### config.mk
export PLATFORM = sky130hd
export DESIGN_NAME = adc_scan_select_sequencer
export DESIGN_NICKNAME = d
export VERILOG_FILES = /design/src/core/adc_seq_pkg.sv /design/src/core/adc_scan_select_sequencer.sv /design/src/core/adc_result_mem.sv
export SDC_FILE = /design/constraint.sdc
export NUM_CORES = 1
export LEC_CHECK = 0
export BUFFER_PORTS_ARGS = -buffer_cell sky130_fd_sc_hd__clkbuf_2
export CAP_MARGIN = 20
export CORE_ASPECT_RATIO = 1.5
export CORE_UTILIZATION = 35
export CTS_BUF_LIST = sky130_fd_sc_hd__clkbuf_8 sky130_fd_sc_hd__clkbuf_16
export CTS_CLUSTER_DIAMETER = 150
export DETAILED_ROUTE_END_ITERATION = 7
export REMOVE_ABC_BUFFERS = 1
export SLEW_MARGIN = 20
export SYNTH_ARGS = -nofsm -noshare
export SYNTH_HDL_FRONTEND = slang
export SYNTH_SLANG_ARGS = --single-unit
### constraint.sdc
create_clock -name i_clk -period 2.75 [get_ports i_clk]
set_clock_uncertainty 0.05 [all_clocks]
set_input_delay 0 -clock i_clk [delete_from_list [all_inputs] [get_ports i_clk]]
set_output_delay 0 -clock i_clk [all_outputs]
set_load 0.01 [all_outputs]
### src/core/adc_seq_pkg.sv
/*
  Constants for the converter scan/select sequencer: register indices, field positions,
  reset values, conversion phase lengths and the shared interrupt vector.
  Assumes a plain address/strobe register port with 16-bit data.
*/
package adc_seq_pkg;

  // Register indices on the plain port
  localparam logic [3:0] REG_CTRL_LOW  = 4'h0;
  localparam logic [3:0] REG_CTRL_HIGH = 4'h1;
  localparam logic [3:0] REG_IRQ_CTRL  = 4'h2;
  localparam logic [3:0] REG_IRQ_SYS   = 4'h3;
  localparam logic [3:0] REG_STATUS    = 4'h4;
  localparam logic [3:0] REG_RESULT0   = 4'h8;

  // Lower control byte fields
  localparam int SCAN_CH_LSB   = 0;
  localparam int SCAN_RUN_BIT  = 4;
  localparam int SCAN_TRIG_BIT = 5;
  localparam int SCAN_CONT_BIT = 6;

  // Upper control byte fields
  localparam int SEL_CH_LSB    = 0;
  localparam int SEL_START_BIT = 4;
  localparam int CONV_LEN_LSB  = 5;

  // Interrupt control fields
  localparam int SCAN_DONE_BIT = 0;
  localparam int SEL_DONE_BIT  = 1;
  localparam int SCAN_IE_BIT   = 2;
  localparam int SEL_IE_BIT    = 3;

  // System interrupt register: request flag, enable, two priority bits
  localparam int IRQ_REQ_BIT   = 0;
  localparam int IRQ_EN_BIT    = 1;
  localparam int PRIO_LSB      = 2;

  // Reset values; upper nibble of interrupt control reads as ones
  localparam logic [7:0] CTRL_LOW_RESET  = 8'h00;
  localparam logic [7:0] CTRL_HIGH_RESET = 8'h00;
  localparam logic [7:0] IRQ_CTRL_RESET  = 8'hF0;
  localparam logic [7:0] IRQ_CTRL_FIXED  = 8'hF0;

  localparam logic [15:0] IRQ_VECTOR = 16'h0044;
  localparam logic [2:0]  LAST_CH    = 3'h7;

  // Sampling, conversion and overhead clocks per length code 0..7
  localparam logic [9:0] SAMPLE_CLKS [8] = '{10'd935, 10'd623, 10'd467, 10'd311,
                                             10'd233, 10'd155, 10'd116, 10'd77};
  localparam logic [9:0] CONV_CLKS [8]   = '{10'd314, 10'd210, 10'd158, 10'd106,
                                             10'd80, 10'd54, 10'd41, 10'd28};
  localparam logic [9:0] OTHER_CLKS [8]  = '{10'd287, 10'd191, 10'd143, 10'd95,
                                             10'd71, 10'd47, 10'd35, 10'd23};

  typedef enum logic [1:0] {
    PH_IDLE   = 2'b00,
    PH_SAMPLE = 2'b01,
    PH_CONV   = 2'b10,
    PH_OTHER  = 2'b11
  } phase_t;

endpackage

### src/core/adc_scan_select_sequencer.sv
/*
  Scan/select sequencer for an eight-channel successive-approximation converter:
  control registers, phase timing, scan walk, select preemption and completion flags.
  Assumes the comparator delivers a ten-bit value on i_conv_value, valid at the end
  of the conversion phase, and a synchronous trigger input for scan start.
*/
`timescale 1ns/1ps
module adc_scan_select_sequencer
  import adc_seq_pkg::*;
(
  // Clock and reset
  input  wire logic        i_clk,
  input  wire logic        i_reset,
  // Register port
  input  wire logic [3:0]  i_addr,
  input  wire logic [15:0] i_wdata,
  input  wire logic        i_write,
  input  wire logic        i_read,
  output logic      [15:0] o_rdata,
  // Trigger and power state
  input  wire logic        i_ext_trigger,
  input  wire logic        i_stop_mode,
  // Analog front end
  input  wire logic [9:0]  i_conv_value,
  output logic      [2:0]  o_mux_ch,
  output logic             o_sample,
  output logic             o_ref_enable,
  // Interrupt to the controller
  output logic             o_irq,
  output logic      [1:0]  o_irq_prio,
  output logic      [15:0] o_irq_vector
);

  ////////////////////////////////////////////////////////////////////////////////
  // State

  typedef struct packed {
    logic [7:0]  ctrl_low;
    logic [7:0]  ctrl_high;
    logic [3:0]  irq_flags;
    logic        irq_req;
    logic        irq_en;
    logic [1:0]  prio;
    phase_t      phase;
    logic [9:0]  count;
    logic [2:0]  cur_ch;
    logic [2:0]  scan_ch;
    logic        in_select;
    logic        scan_armed;
    logic        trig_prev;
    logic        done_pend;
    logic        done_sel;
    logic        done_scan7;
    logic        rd_mem;
    logic [15:0] rd_reg;
    logic [15:0] rdata;
    logic [2:0]  mux_ch;
    logic        sample;
    logic        ref_en;
    logic        irq;
  } state_t;

  state_t st;
  state_t next_st;

  logic       mem_we;
  logic [9:0] mem_rdata;

  ////////////////////////////////////////////////////////////////////////////////
  // Helpers

  function automatic logic [9:0] phase_len(input phase_t ph, input logic [2:0] code);
    logic [9:0] len;
    len = 10'd1;
    unique case (ph)
      PH_SAMPLE: len = SAMPLE_CLKS[code];
      PH_CONV:   len = CONV_CLKS[code];
      PH_OTHER:  len = OTHER_CLKS[code];
      PH_IDLE:   len = 10'd1;
    endcase
    return len;
  endfunction

  function automatic logic [15:0] byte_word(input logic [7:0] b);
    return {8'h00, b};
  endfunction

  ////////////////////////////////////////////////////////////////////////////////
  // Next state

  logic [2:0] len_code;
  logic       wr_low;
  logic       wr_high;
  logic       wr_irq;
  logic       wr_sys;
  logic       scan_go;
  logic       sel_go;
  logic       trig_edge;
  logic       phase_end;

  always_comb begin
    next_st   = st;
    wr_low    = i_write && (i_addr == REG_CTRL_LOW);
    wr_high   = i_write && (i_addr == REG_CTRL_HIGH);
    wr_irq    = i_write && (i_addr == REG_IRQ_CTRL);
    wr_sys    = i_write && (i_addr == REG_IRQ_SYS);
    trig_edge = i_ext_trigger && !st.trig_prev;
    phase_end = (st.phase != PH_IDLE) && (st.count == 10'd1);
    mem_we    = 1'b0;

    next_st.trig_prev = i_ext_trigger;
    next_st.done_pend = 1'b0;

    // Register writes
    if (wr_low) begin
      next_st.ctrl_low = i_wdata[7:0] & 8'h77;
      if (i_wdata[SCAN_RUN_BIT] && !st.ctrl_low[SCAN_RUN_BIT]) begin
        next_st.scan_ch    = i_wdata[SCAN_CH_LSB +: 3];
        next_st.scan_armed = 1'b0;
      end
    end
    if (wr_high) begin
      next_st.ctrl_high = i_wdata[7:0] & 8'hF7;
    end
    // Taken after the write so a start and its length code may share one write
    len_code = next_st.ctrl_high[CONV_LEN_LSB +: 3];
    if (wr_sys) begin
      next_st.irq_req = i_wdata[IRQ_REQ_BIT];
      next_st.irq_en  = i_wdata[IRQ_EN_BIT];
      // Code 11 would be a fourth level; it is folded onto the highest of three
      next_st.prio    = (i_wdata[PRIO_LSB +: 2] == 2'b11) ? 2'b10
                                                          : i_wdata[PRIO_LSB +: 2];
    end

    // Scan trigger: software bit alone, or bit plus external edge
    scan_go = next_st.ctrl_low[SCAN_RUN_BIT] &&
              (!next_st.ctrl_low[SCAN_TRIG_BIT] || st.scan_armed || trig_edge);
    if (next_st.ctrl_low[SCAN_TRIG_BIT] && trig_edge && next_st.ctrl_low[SCAN_RUN_BIT]) begin
      next_st.scan_armed = 1'b1;
    end
    sel_go = next_st.ctrl_high[SEL_START_BIT];

    // Sequencer
    if (st.phase != PH_IDLE && st.in_select && !sel_go) begin
      next_st.phase = PH_IDLE;
    end else if (st.phase != PH_IDLE && !st.in_select && sel_go) begin
      next_st.in_select = 1'b1;
      next_st.cur_ch    = next_st.ctrl_high[SEL_CH_LSB +: 3];
      next_st.phase     = PH_SAMPLE;
      next_st.count     = phase_len(PH_SAMPLE, len_code);
    end else if (st.phase != PH_IDLE && !st.in_select && !scan_go) begin
      next_st.phase = PH_IDLE;
    end else if (phase_end) begin
      unique case (st.phase)
        PH_SAMPLE: begin
          next_st.phase = PH_CONV;
          next_st.count = phase_len(PH_CONV, len_code);
        end
        PH_CONV: begin
          next_st.phase = PH_OTHER;
          next_st.count = phase_len(PH_OTHER, len_code);
          mem_we        = 1'b1;
        end
        PH_OTHER: begin
          next_st.phase      = PH_IDLE;
          next_st.done_pend  = 1'b1;
          next_st.done_sel   = st.in_select;
          next_st.done_scan7 = !st.in_select && (st.cur_ch == LAST_CH);
          if (st.in_select) begin
            next_st.in_select = 1'b0;
          end else if (st.cur_ch == LAST_CH) begin
            next_st.scan_ch = st.ctrl_low[SCAN_CH_LSB +: 3];
          end else begin
            next_st.scan_ch = st.cur_ch + 3'h1;
          end
        end
        PH_IDLE: begin
          next_st.phase = PH_IDLE;
        end
      endcase
    end else if (st.phase != PH_IDLE) begin
      next_st.count = st.count - 10'd1;
    end else if (sel_go && !st.done_pend) begin
      next_st.in_select = 1'b1;
      next_st.cur_ch    = next_st.ctrl_high[SEL_CH_LSB +: 3];
      next_st.phase     = PH_SAMPLE;
      next_st.count     = phase_len(PH_SAMPLE, len_code);
    end else if (scan_go && !st.done_pend) begin
      next_st.in_select = 1'b0;
      next_st.cur_ch    = next_st.scan_ch;
      next_st.phase     = PH_SAMPLE;
      next_st.count     = phase_len(PH_SAMPLE, len_code);
    end

    // Software writes of the flags; a completion in the same cycle wins
    if (wr_irq) begin
      next_st.irq_flags = i_wdata[3:0];
    end
    if (st.done_pend) begin
      if (st.done_sel) begin
        next_st.irq_flags[SEL_DONE_BIT] = 1'b1;
        next_st.ctrl_high[SEL_START_BIT] = 1'b0;
        if (st.irq_flags[SEL_IE_BIT]) begin
          next_st.irq_req = 1'b1;
        end
      end else if (st.done_scan7) begin
        next_st.irq_flags[SCAN_DONE_BIT] = 1'b1;
        if (st.irq_flags[SCAN_IE_BIT]) begin
          next_st.irq_req = 1'b1;
        end
        if (!st.ctrl_low[SCAN_CONT_BIT]) begin
          next_st.ctrl_low[SCAN_RUN_BIT] = 1'b0;
          next_st.scan_ch = st.ctrl_low[SCAN_CH_LSB +: 3];
        end
      end
      next_st.scan_armed = next_st.scan_armed && next_st.ctrl_low[SCAN_RUN_BIT];
    end

    // Read data, one cycle after the strobe
    next_st.rd_mem = i_read && i_addr[3];
    unique case (i_addr)
      REG_CTRL_LOW:  next_st.rd_reg = byte_word(st.ctrl_low);
      REG_CTRL_HIGH: next_st.rd_reg = byte_word(st.ctrl_high);
      REG_IRQ_CTRL:  next_st.rd_reg = byte_word(IRQ_CTRL_FIXED | {4'h0, st.irq_flags});
      REG_IRQ_SYS:   next_st.rd_reg = byte_word({4'h0, st.prio, st.irq_en, st.irq_req});
      REG_STATUS:    next_st.rd_reg = {8'h00, st.in_select, st.cur_ch, 2'b00, st.phase};
      default:       next_st.rd_reg = 16'h0000;
    endcase
    if (!i_read) begin
      next_st.rd_reg = 16'h0000;
    end
    next_st.rdata = 16'h0000;

    // Front end and interrupt outputs
    next_st.mux_ch = next_st.cur_ch;
    next_st.sample = (next_st.phase == PH_SAMPLE);
    next_st.ref_en = (next_st.phase != PH_IDLE) && !i_stop_mode;
    next_st.irq    = next_st.irq_req && next_st.irq_en;
  end

  ////////////////////////////////////////////////////////////////////////////////
  // Registers

  always_ff @(posedge i_clk) begin
    if (i_reset) begin
      st           <= '0;
      st.ctrl_low  <= CTRL_LOW_RESET;
      st.ctrl_high <= CTRL_HIGH_RESET;
      st.irq_flags <= IRQ_CTRL_RESET[3:0];
      st.phase     <= PH_IDLE;
      st.count     <= 10'd1;
    end else begin
      st <= next_st;
    end
  end

  ////////////////////////////////////////////////////////////////////////////////
  // Result store

  // Results are written at the end of the conversion phase, well before the flag
  adc_result_mem u_results (
    .i_clk   (i_clk),
    .i_we    (mem_we),
    .i_waddr (st.cur_ch),
    .i_wdata (i_conv_value),
    .i_raddr (i_addr[2:0]),
    .o_rdata (mem_rdata)
  );

  // Read data mux on registered sources only
  always_comb begin
    o_rdata = st.rd_mem ? {6'h00, mem_rdata} : st.rd_reg;
  end

  assign o_mux_ch     = st.mux_ch;
  assign o_sample     = st.sample;
  assign o_ref_enable = st.ref_en;
  assign o_irq        = st.irq;
  assign o_irq_prio   = st.prio;
  assign o_irq_vector = IRQ_VECTOR;

endmodule

### src/core/adc_result_mem.sv
/*
  Eight ten-bit conversion result words with a registered read port.
  Assumes one write port from the sequencer and one read port from the register decode.
*/
`timescale 1ns/1ps
module adc_result_mem (
  // Clock
  input  wire logic       i_clk,
  // Write side
  input  wire logic       i_we,
  input  wire logic [2:0] i_waddr,
  input  wire logic [9:0] i_wdata,
  // Read side
  input  wire logic [2:0] i_raddr,
  output logic      [9:0] o_rdata
);

  // Contents are undefined after reset, so no reset on the array
  logic [9:0] mem [8];

  always_ff @(posedge i_clk) begin
    if (i_we) begin
      mem[i_waddr] <= i_wdata;
    end
    o_rdata <= mem[i_raddr];
  end

endmodule

==> results.json, run 1 <==
{
  "outcome": "completed",
  "ys_warn_count": 0,
  "startpoint_type": "input pin",
  "seq_area_frac_synth": 0.528,
  "placed_cells": 907,
  "drv_slew": 0,
  "setup_violations": 0,
  "clk_path_buf_depth": 2,
  "io_buffers": 45,
  "drt_iter0_drc": 291,
  "rsz0062_at_grt": "no",
  "crit_required_ns": 2.83,
  "p_total_mw": 5.47,
  "cts-htree-levels": 4,
  "grt_pass1_wl_um": 26600,
  "drtAntennaViolNets": 0,
  "async_reset_ff_frac": 0,
  "coreArea_um2": 19800,
  "overflow": 0,
  "min_to": "st[24]$_SDFF_PP0_",
  "worst_pin_slew_ns": 0.642,
  "synth_top_area_cell": "edfxtp_1",
  "p_leak_nw": 3.10,
  "row_count": 63,
  "register_area_um2": 3740,
  "whs_path_depth": 4,
  "synth-edff-count": 80,
  "grt_max_degree": 30,
  "finalCritPeriodShare": 0.953,
  "drive_above_1_share": 0.243,
  "ys_ff_latch": 147,
  "critPathSlowestCell": "dlygate4sd3_1",
  "via_per_inst": 5.16,
  "critPathCaptureType": "flip-flop",
  "gr-usage-all-layers": 0.168,
  "path_delay_family": "simple AND/OR/NAND/NOR gates",
  "path_cells": "dlygate4sd3_1 > clkbuf_2 > or3b_4 > a2111oi_4 > o2111ai_1 > o211a_1 > or3_4 > nor3_4 > buf_2",
  "clock_sinks": 147,
  "timing.hold.worst.class": "input pin to flip-flop",
  "die_w_um": 118,
  "fillers": 1819,
  "routabilityCongestion": 0.877,
  "crit_fanout": 6,
  "cts_root_buffer": "clkbuf_16",
  "die_h_um": 176,
  "dp_hpwl_um": 12200,
  "ys_types": 69,
  "powerDensity_nw_per_um2": 647,
  "synthDominantCellAreaShare": 0.339,
  "cts_tree": "yes",
  "num_vias": 4967,
  "antenna_cells": 0,
  "postSynthCellCount": 607,
  "synth_area_leaders": "edfxtp_1 34%, dfxtp_1 19%, mux4_2 6.3%",
  "syn_to_final_growth_pct": 19.2,
  "cap_violations": 0,
  "syn_area_per_cell_um2": 11.7,
  "antenna_found_initial": 0,
  "dr.pass1.iters": 5,
  "initial_core_util": 0.359,
  "clk_latency_ns": 0.43,
  "reg2regPathDepth": 8,
  "ioPinCount": 76,
  "multi_input_area_um2": 3060,
  "slew_headroom": 0.571,
  "worstPathArrival_ns": 2.71,
  "worstHoldStart": "i_addr[3]",
  "fin_nets": 742,
  "grt_pass1_vias": 5059,
  "cp_num_buf_inv": 3,
  "r2r_slack_ns": 0.17,
  "mappedNetlistArea_um2": 7090,
  "finalWirelength_um": 17000,
  "timing.rr.end": "u_results.mem[0][3]$_DFFE_PP_",
  "final-hold-violation-count": 0,
  "fin_cells": 963,
  "fmax_ghz": 0.382,
  "wl_per_cell_um": 17.6,
  "cpPeakStageDelay_ns": 0.52,
  "ir_drop_mv": 0.460,
  "period_needed_ns": 2.62,
  "synth_ff_type": "edfxtp_1",
  "clkTransAtPathRegs_ns": 0.07,
  "cts_buffers": 17,
  "drc_errors": 0,
  "critPathKind": "input pin to flip-flop",
  "worstReg2RegStart": "st[62]$_SDFF_PP0_",
  "die_area_um2": 20900
}
==> cells by family (layout without fill, tap and decap cells) <==
logic type | count (synthesis) | in the layout | share of synthesized area
buf+inv | 67 | 143 | 0.0559
other cells | 2 | 22 | 0.00106
compound gates | 113 | 113 | 0.117
fa+ha+maj | 16 | 16 | 0.0282
mux | 65 | 65 | 0.131
simple gates | 190 | 190 | 0.130
xor+xnor | 7 | 7 | 0.00864
flops | 147 | 147 | 0.528
==> routing by layer <==
metal	global-route usage	routed length, um	vias up	part of all wire
met4	0.0737	423	0	0.025
li1	-	-	2388	-
met5	0	0	-	0
met3	0.0394	805	33	0.047
met1	0.177	6530	2402	0.38
met2	0.316	9220	144	0.54
==> tightest hold or removal path, cell delays in order <==
cell      delay, ns
clkbuf_2       0.17
nor3_1         0.13
a21oi_1        0.14
nor2_1         0.05
==> per-stage QoR <==
stage	util	setup WS, ns	instance area (um^2)	TNS, ns	hold slack, ns
detailed placement	0.384	0.152	7590	0	0.162
CTS	0.426	0.0720	8420	0	0.0120
floorplan	-	-0.218	6820	-2.54	0.0179
finish	0.428	0.129	8460	0	0.0567
global placement	0.384	0.212	7590	0	0.161
global route	0.428	0.0166	8460	0	0.0628
==> synthesized netlist by cell type, types with 8 or more instances <==
library cell   n
a21oi_1       32
buf_4         30
clkbuf_1      14
dfxtp_1       67
edfxtp_1      80
ha_1          16
inv_1         12
mux2_2        22
mux2i_1       23
mux4_2        20
nand2_1       39
nand2b_1       8
nand3_1       17
nor2_1        69
nor3_1        14
o21ai_0       17
==> sequential cells by signal, summed over array words and instances (netlist names) <==
signal / flops
u_results.mem: 80
st: 49
u_results.o_rdata: 10
o_mux_ch: 3
o_irq_prio: 2
o_irq: 1
o_ref_enable: 1
o_sample: 1
==> where the power goes <==
| part | internal (mW) | total (mW) | leakage [nW] | switching (mW) |
|---|---|---|---|---|
| logic | 0.316 | 0.744 | 1.55 | 0.428 |
| clock network | 1.23 | 2.29 | 0.292 | 1.06 |
| registers | 2.37 | 2.44 | 1.26 | 0.0624 |
==> worst max path at each step <==
| stage | startpoint | end | cells past startpoint | slack [ns] |
|---|---|---|---|---|
| after floorplan | st[61]$_SDFF_PP0_ | u_results.mem[0][0]$_DFFE_PP_ | 7 | -0.22 |
| after global placement | i_write | st[56]$_SDFFE_PP0P_ | 11 | 0.21 |
| after detailed placement | st[62]$_SDFF_PP0_ | u_results.mem[0][9]$_DFFE_PP_ | 8 | 0.15 |
| after CTS | i_write | st[53]$_SDFFE_PP0P_ | 12 | 0.07 |
| after global routing | st[62]$_SDFF_PP0_ | st[47]$_SDFF_PP0_ | 10 | 0.02 |
| final | i_write | u_results.mem[0][3]$_DFFE_PP_ | 9 | 0.13 |
==> timing repair <==
item                                    4_1_cts  5_1_grt
endpoints found under the setup margin        0       46
endpoints found under the hold margin       101        0
hold buffers                                 22        0
gates resized for setup                       0        8
buffers inserted                              0        1
==> cells in the final DEF, fill, tap and decap left out, types with 6 or more instances in the layout <==
cell           Yosys  layout
edfxtp_1          80      80
nor2_1            69      69
dfxtp_1           67      66
clkbuf_2           0      45
nand2_1           39      39
a21oi_1           32      32
buf_4             30      31
mux2i_1           23      22
mux2_2            22      22
conb_1             2      22
dlygate4sd3_1      0      22
mux4_2            20      20
nand3_1           17      17
o21ai_0           17      17
clkbuf_16          0      17
ha_1              16      16
nor3_1            14      13
inv_1             12      12
nand2b_1           8       8
nor3b_1            7       7
a211oi_1           7       7
nand3b_1           7       7
nand4_1            6       6
==> area by class of cell <==
cell class	instances	share of cell area
Sequential cell	147	0.443
Inverter	12	0.00532
Clock buffer	17	0.0503
Multi-Input combinational cell	413	0.361
Tap cell	260	0.0385
Clock inverter	15	0.0213
Timing Repair Buffer	99	0.0808
No activity file was read; power rests on OpenSTA's default activity.
==> run 2, diff against run 1 <==
Settings changed: CAP_MARGIN 20 to 40, CELL_PAD_IN_SITES_DETAIL_PLACEMENT set to 1, CELL_PAD_IN_SITES_GLOBAL_PLACEMENT set to 1, PLACE_DENSITY_LB_ADDON set to 0.1.
Clock period 2.75 ns to 3.39 ns, I/O delays scaled along.
==> run 2 against run 1 <==
Sequential cell count unchanged. Worst setup slack improved by 0.25 ns. Power fell by 20%. Global-route usage up 2.9 points. Non-clock buffer count decreased by 2. Routed wire length rose by 14%. Utilization down 0.32 points. Critical path depth rose by 3. Clock power decreased by 21%. Worst hold slack lost 0.034 ns. Critical path type unchanged. Critical endpoint is now st[56]$_SDFFE_PP0P_.
==> results.json, run 2 (synthesis gave the netlist of run 1 again) <==
{
  "initial_core_util": 0.359,
  "p_int_mw": 3.15,
  "powerDensity_nw_per_um2": 524,
  "ioPinCount": 76,
  "startpoint": "i_addr[2]",
  "worstHoldStart": "i_addr[0]",
  "period_needed_ns": 3.01,
  "grt.busiest_layer": "met2",
  "antenna_cells": 0,
  "largest_register_ffs": 80,
  "fin_nets": 740,
  "antenna_found_initial": 0,
  "combPwrFrac": 0.139,
  "via_per_inst": 5.16,
  "cts-htree-levels": 4,
  "drive_above_1_share": 0.224,
  "fin_util": 0.424,
  "cts_resized": 0,
  "fillers": 2171,
  "grt_pass1_vias": 5429,
  "timing.rr.end": "u_results.mem[0][0]$_DFFE_PP_",
  "gr-usage-all-layers": 0.197,
  "fin_cells": 961,
  "cap_violations": 0,
  "cts_tree": "yes",
  "dr.pass1.iters": 4,
  "rsz0062_at_grt": "no",
  "fmax_ghz": 0.333,
  "met2_usage": 0.390,
  "setup_violations": 0,
  "critPathCaptureType": "flip-flop",
  "row_count": 63,
  "grt_use_met3": 0.0336,
  "cts_root_buffer": "clkbuf_16",
  "syn_to_final_growth_pct": 18.4,
  "slew_headroom": 0.519,
  "clock_sinks": 147,
  "r2r_slack_ns": 0.46,
  "clkTransAtPathRegs_ns": 0.07,
  "grt_max_degree": 40,
  "die_w_um": 118,
  "worstReg2RegStart": "st[61]$_SDFF_PP0_",
  "p_switching_mw": 1.25,
  "clk_path_buf_depth": 2,
  "timing.hold.worst.class": "input pin to flip-flop",
  "grt_pass1_wl_um": 30600,
  "reg2regPathDepth": 8,
  "top_regs": "u_results.mem x80, st x49, u_results.o_rdata x10",
  "whs_path_depth": 4,
  "outcome": "completed",
  "coreArea_um2": 19800,
  "crit_required_ns": 3.69,
  "regMostFlops": "u_results.mem",
  "startpoint_type": "input pin",
  "drt_iter0_drc": 185,
  "p_seq_frac": 0.450,
  "wl_per_cell_um": 20.2,
  "final-hold-violation-count": 0,
  "overflow": 0,
  "cts_buffers": 17,
  "switching_share": 0.285,
  "num_vias": 4958,
  "cpPeakStageDelay_ns": 0.55,
  "drc_errors": 0,
  "clk_latency_ns": 0.43,
  "drv_slew": 0,
  "layout_commonest_cell": "edfxtp_1",
  "use_met1": 0.204,
  "crit_fanout": 11,
  "clkPwrFrac": 0.411,
  "ir_drop_mv": 0.397,
  "critPathKind": "input pin to flip-flop",
  "critPathSlowestCell": "dlygate4sd3_1",
  "min_to": "st[29]$_SDFF_PP0_",
  "final_cell_mix": "80 x edfxtp_1, 69 x nor2_1, 67 x dfxtp_1",
  "setup_tns_ns": 0,
  "die_area_um2": 20900,
  "worst_pin_slew_ns": 0.721,
  "finalCritPeriodShare": 0.887,
  "p_leak_nw": 3.07,
  "dp_hpwl_um": 14100,
  "io_buffers": 45,
  "drtAntennaViolNets": 0,
  "path_cells": "dlygate4sd3_1 > clkbuf_2 > nor3b_2 > nand2_1 > buf_4 > mux2i_1 > inv_1 > ha_1 > mux2_2 > o221ai_1 > nand3_1 > a211oi_1",
  "worstPathArrival_ns": 3.30,
  "die_h_um": 176,
  "routabilityCongestion": 0.813,
  "placed_cells": 900,
  "finalWirelength_um": 19400
}
==> run 2: cell types whose count changed in the layout (fill, tap and decap cells not counted), moves of 2 or more <==
| cell | change |
|---|---|
| dlygate4sd3_1 | +7 |
| buf_4 | -8 |
| clkinvlp_4 | +2 |
| clkinv_8 | -4 |
==> run 2: worst max path at each step <==
| stage | to | slack [ns] |
|---|---|---|
| 2_1_floorplan | u_results.mem[0][0]$_DFFE_PP_ | 0.42 |
| 6_report | st[56]$_SDFFE_PP0P_ | 0.38 |
| 3_3_place_gp | u_results.mem[0][4]$_DFFE_PP_ | 0.50 |
| 3_5_place_dp | u_results.mem[0][0]$_DFFE_PP_ | 0.47 |
| 5_1_grt | st[56]$_SDFFE_PP0P_ | 0.11 |
| 4_1_cts | st[56]$_SDFFE_PP0P_ | 0.40 |
==> run 2: worst max-delay path, delay by kind of cell <==
family          cells  cell delay [ns]
compound gates      2             0.39
buf+inv             4             1.17
simple gates        3             0.73
mux                 2             0.72
fa+ha+maj           1             0.28
==> run 2: power by group through the flow <==
stage	Sequential [mW]	Combinational [mW]	Clock (mW)
floorplan	2.00	0.372	0
global placement	2.02	0.580	0
detailed placement	2.02	0.592	0
CTS	1.98	0.617	1.85
global route	1.99	0.675	1.93
finish	1.98	0.611	1.81
==> run 2: per-stage QoR <==
stage	hold WS [ns]	worst slack [ns]	cell area, um^2	total power [mW]
after floorplan	0.0179	0.422	6820	2.37
after global placement	0.156	0.502	7540	2.60
after detailed placement	0.170	0.474	7540	2.61
after CTS	0.00867	0.400	8400	4.45
after global routing	0.0577	0.105	8400	4.59
final	0.0224	0.383	8400	4.40
==> run 2: metal layers <==
layer  share of wire  wire length [um]
met1            0.39              7490
met2            0.57             11100
met3           0.021               406
met4           0.021               404
met5               0                 0
==> run 2: repair_timing <==
item,CTS,global route
setup buffers,0,0
endpoints found under the hold margin,107,0
hold buffers,29,0
==> run 2: area by class of cell <==
class	count	area (um^2)	area share
Clock buffer	17	425	0.0507
Clock inverter	15	140	0.0167
Inverter	12	45.0	0.00536
Multi-Input combinational cell	413	3030	0.361
Sequential cell	147	3740	0.446
Tap cell	260	325	0.0387
Timing Repair Buffer	97	688	0.0820
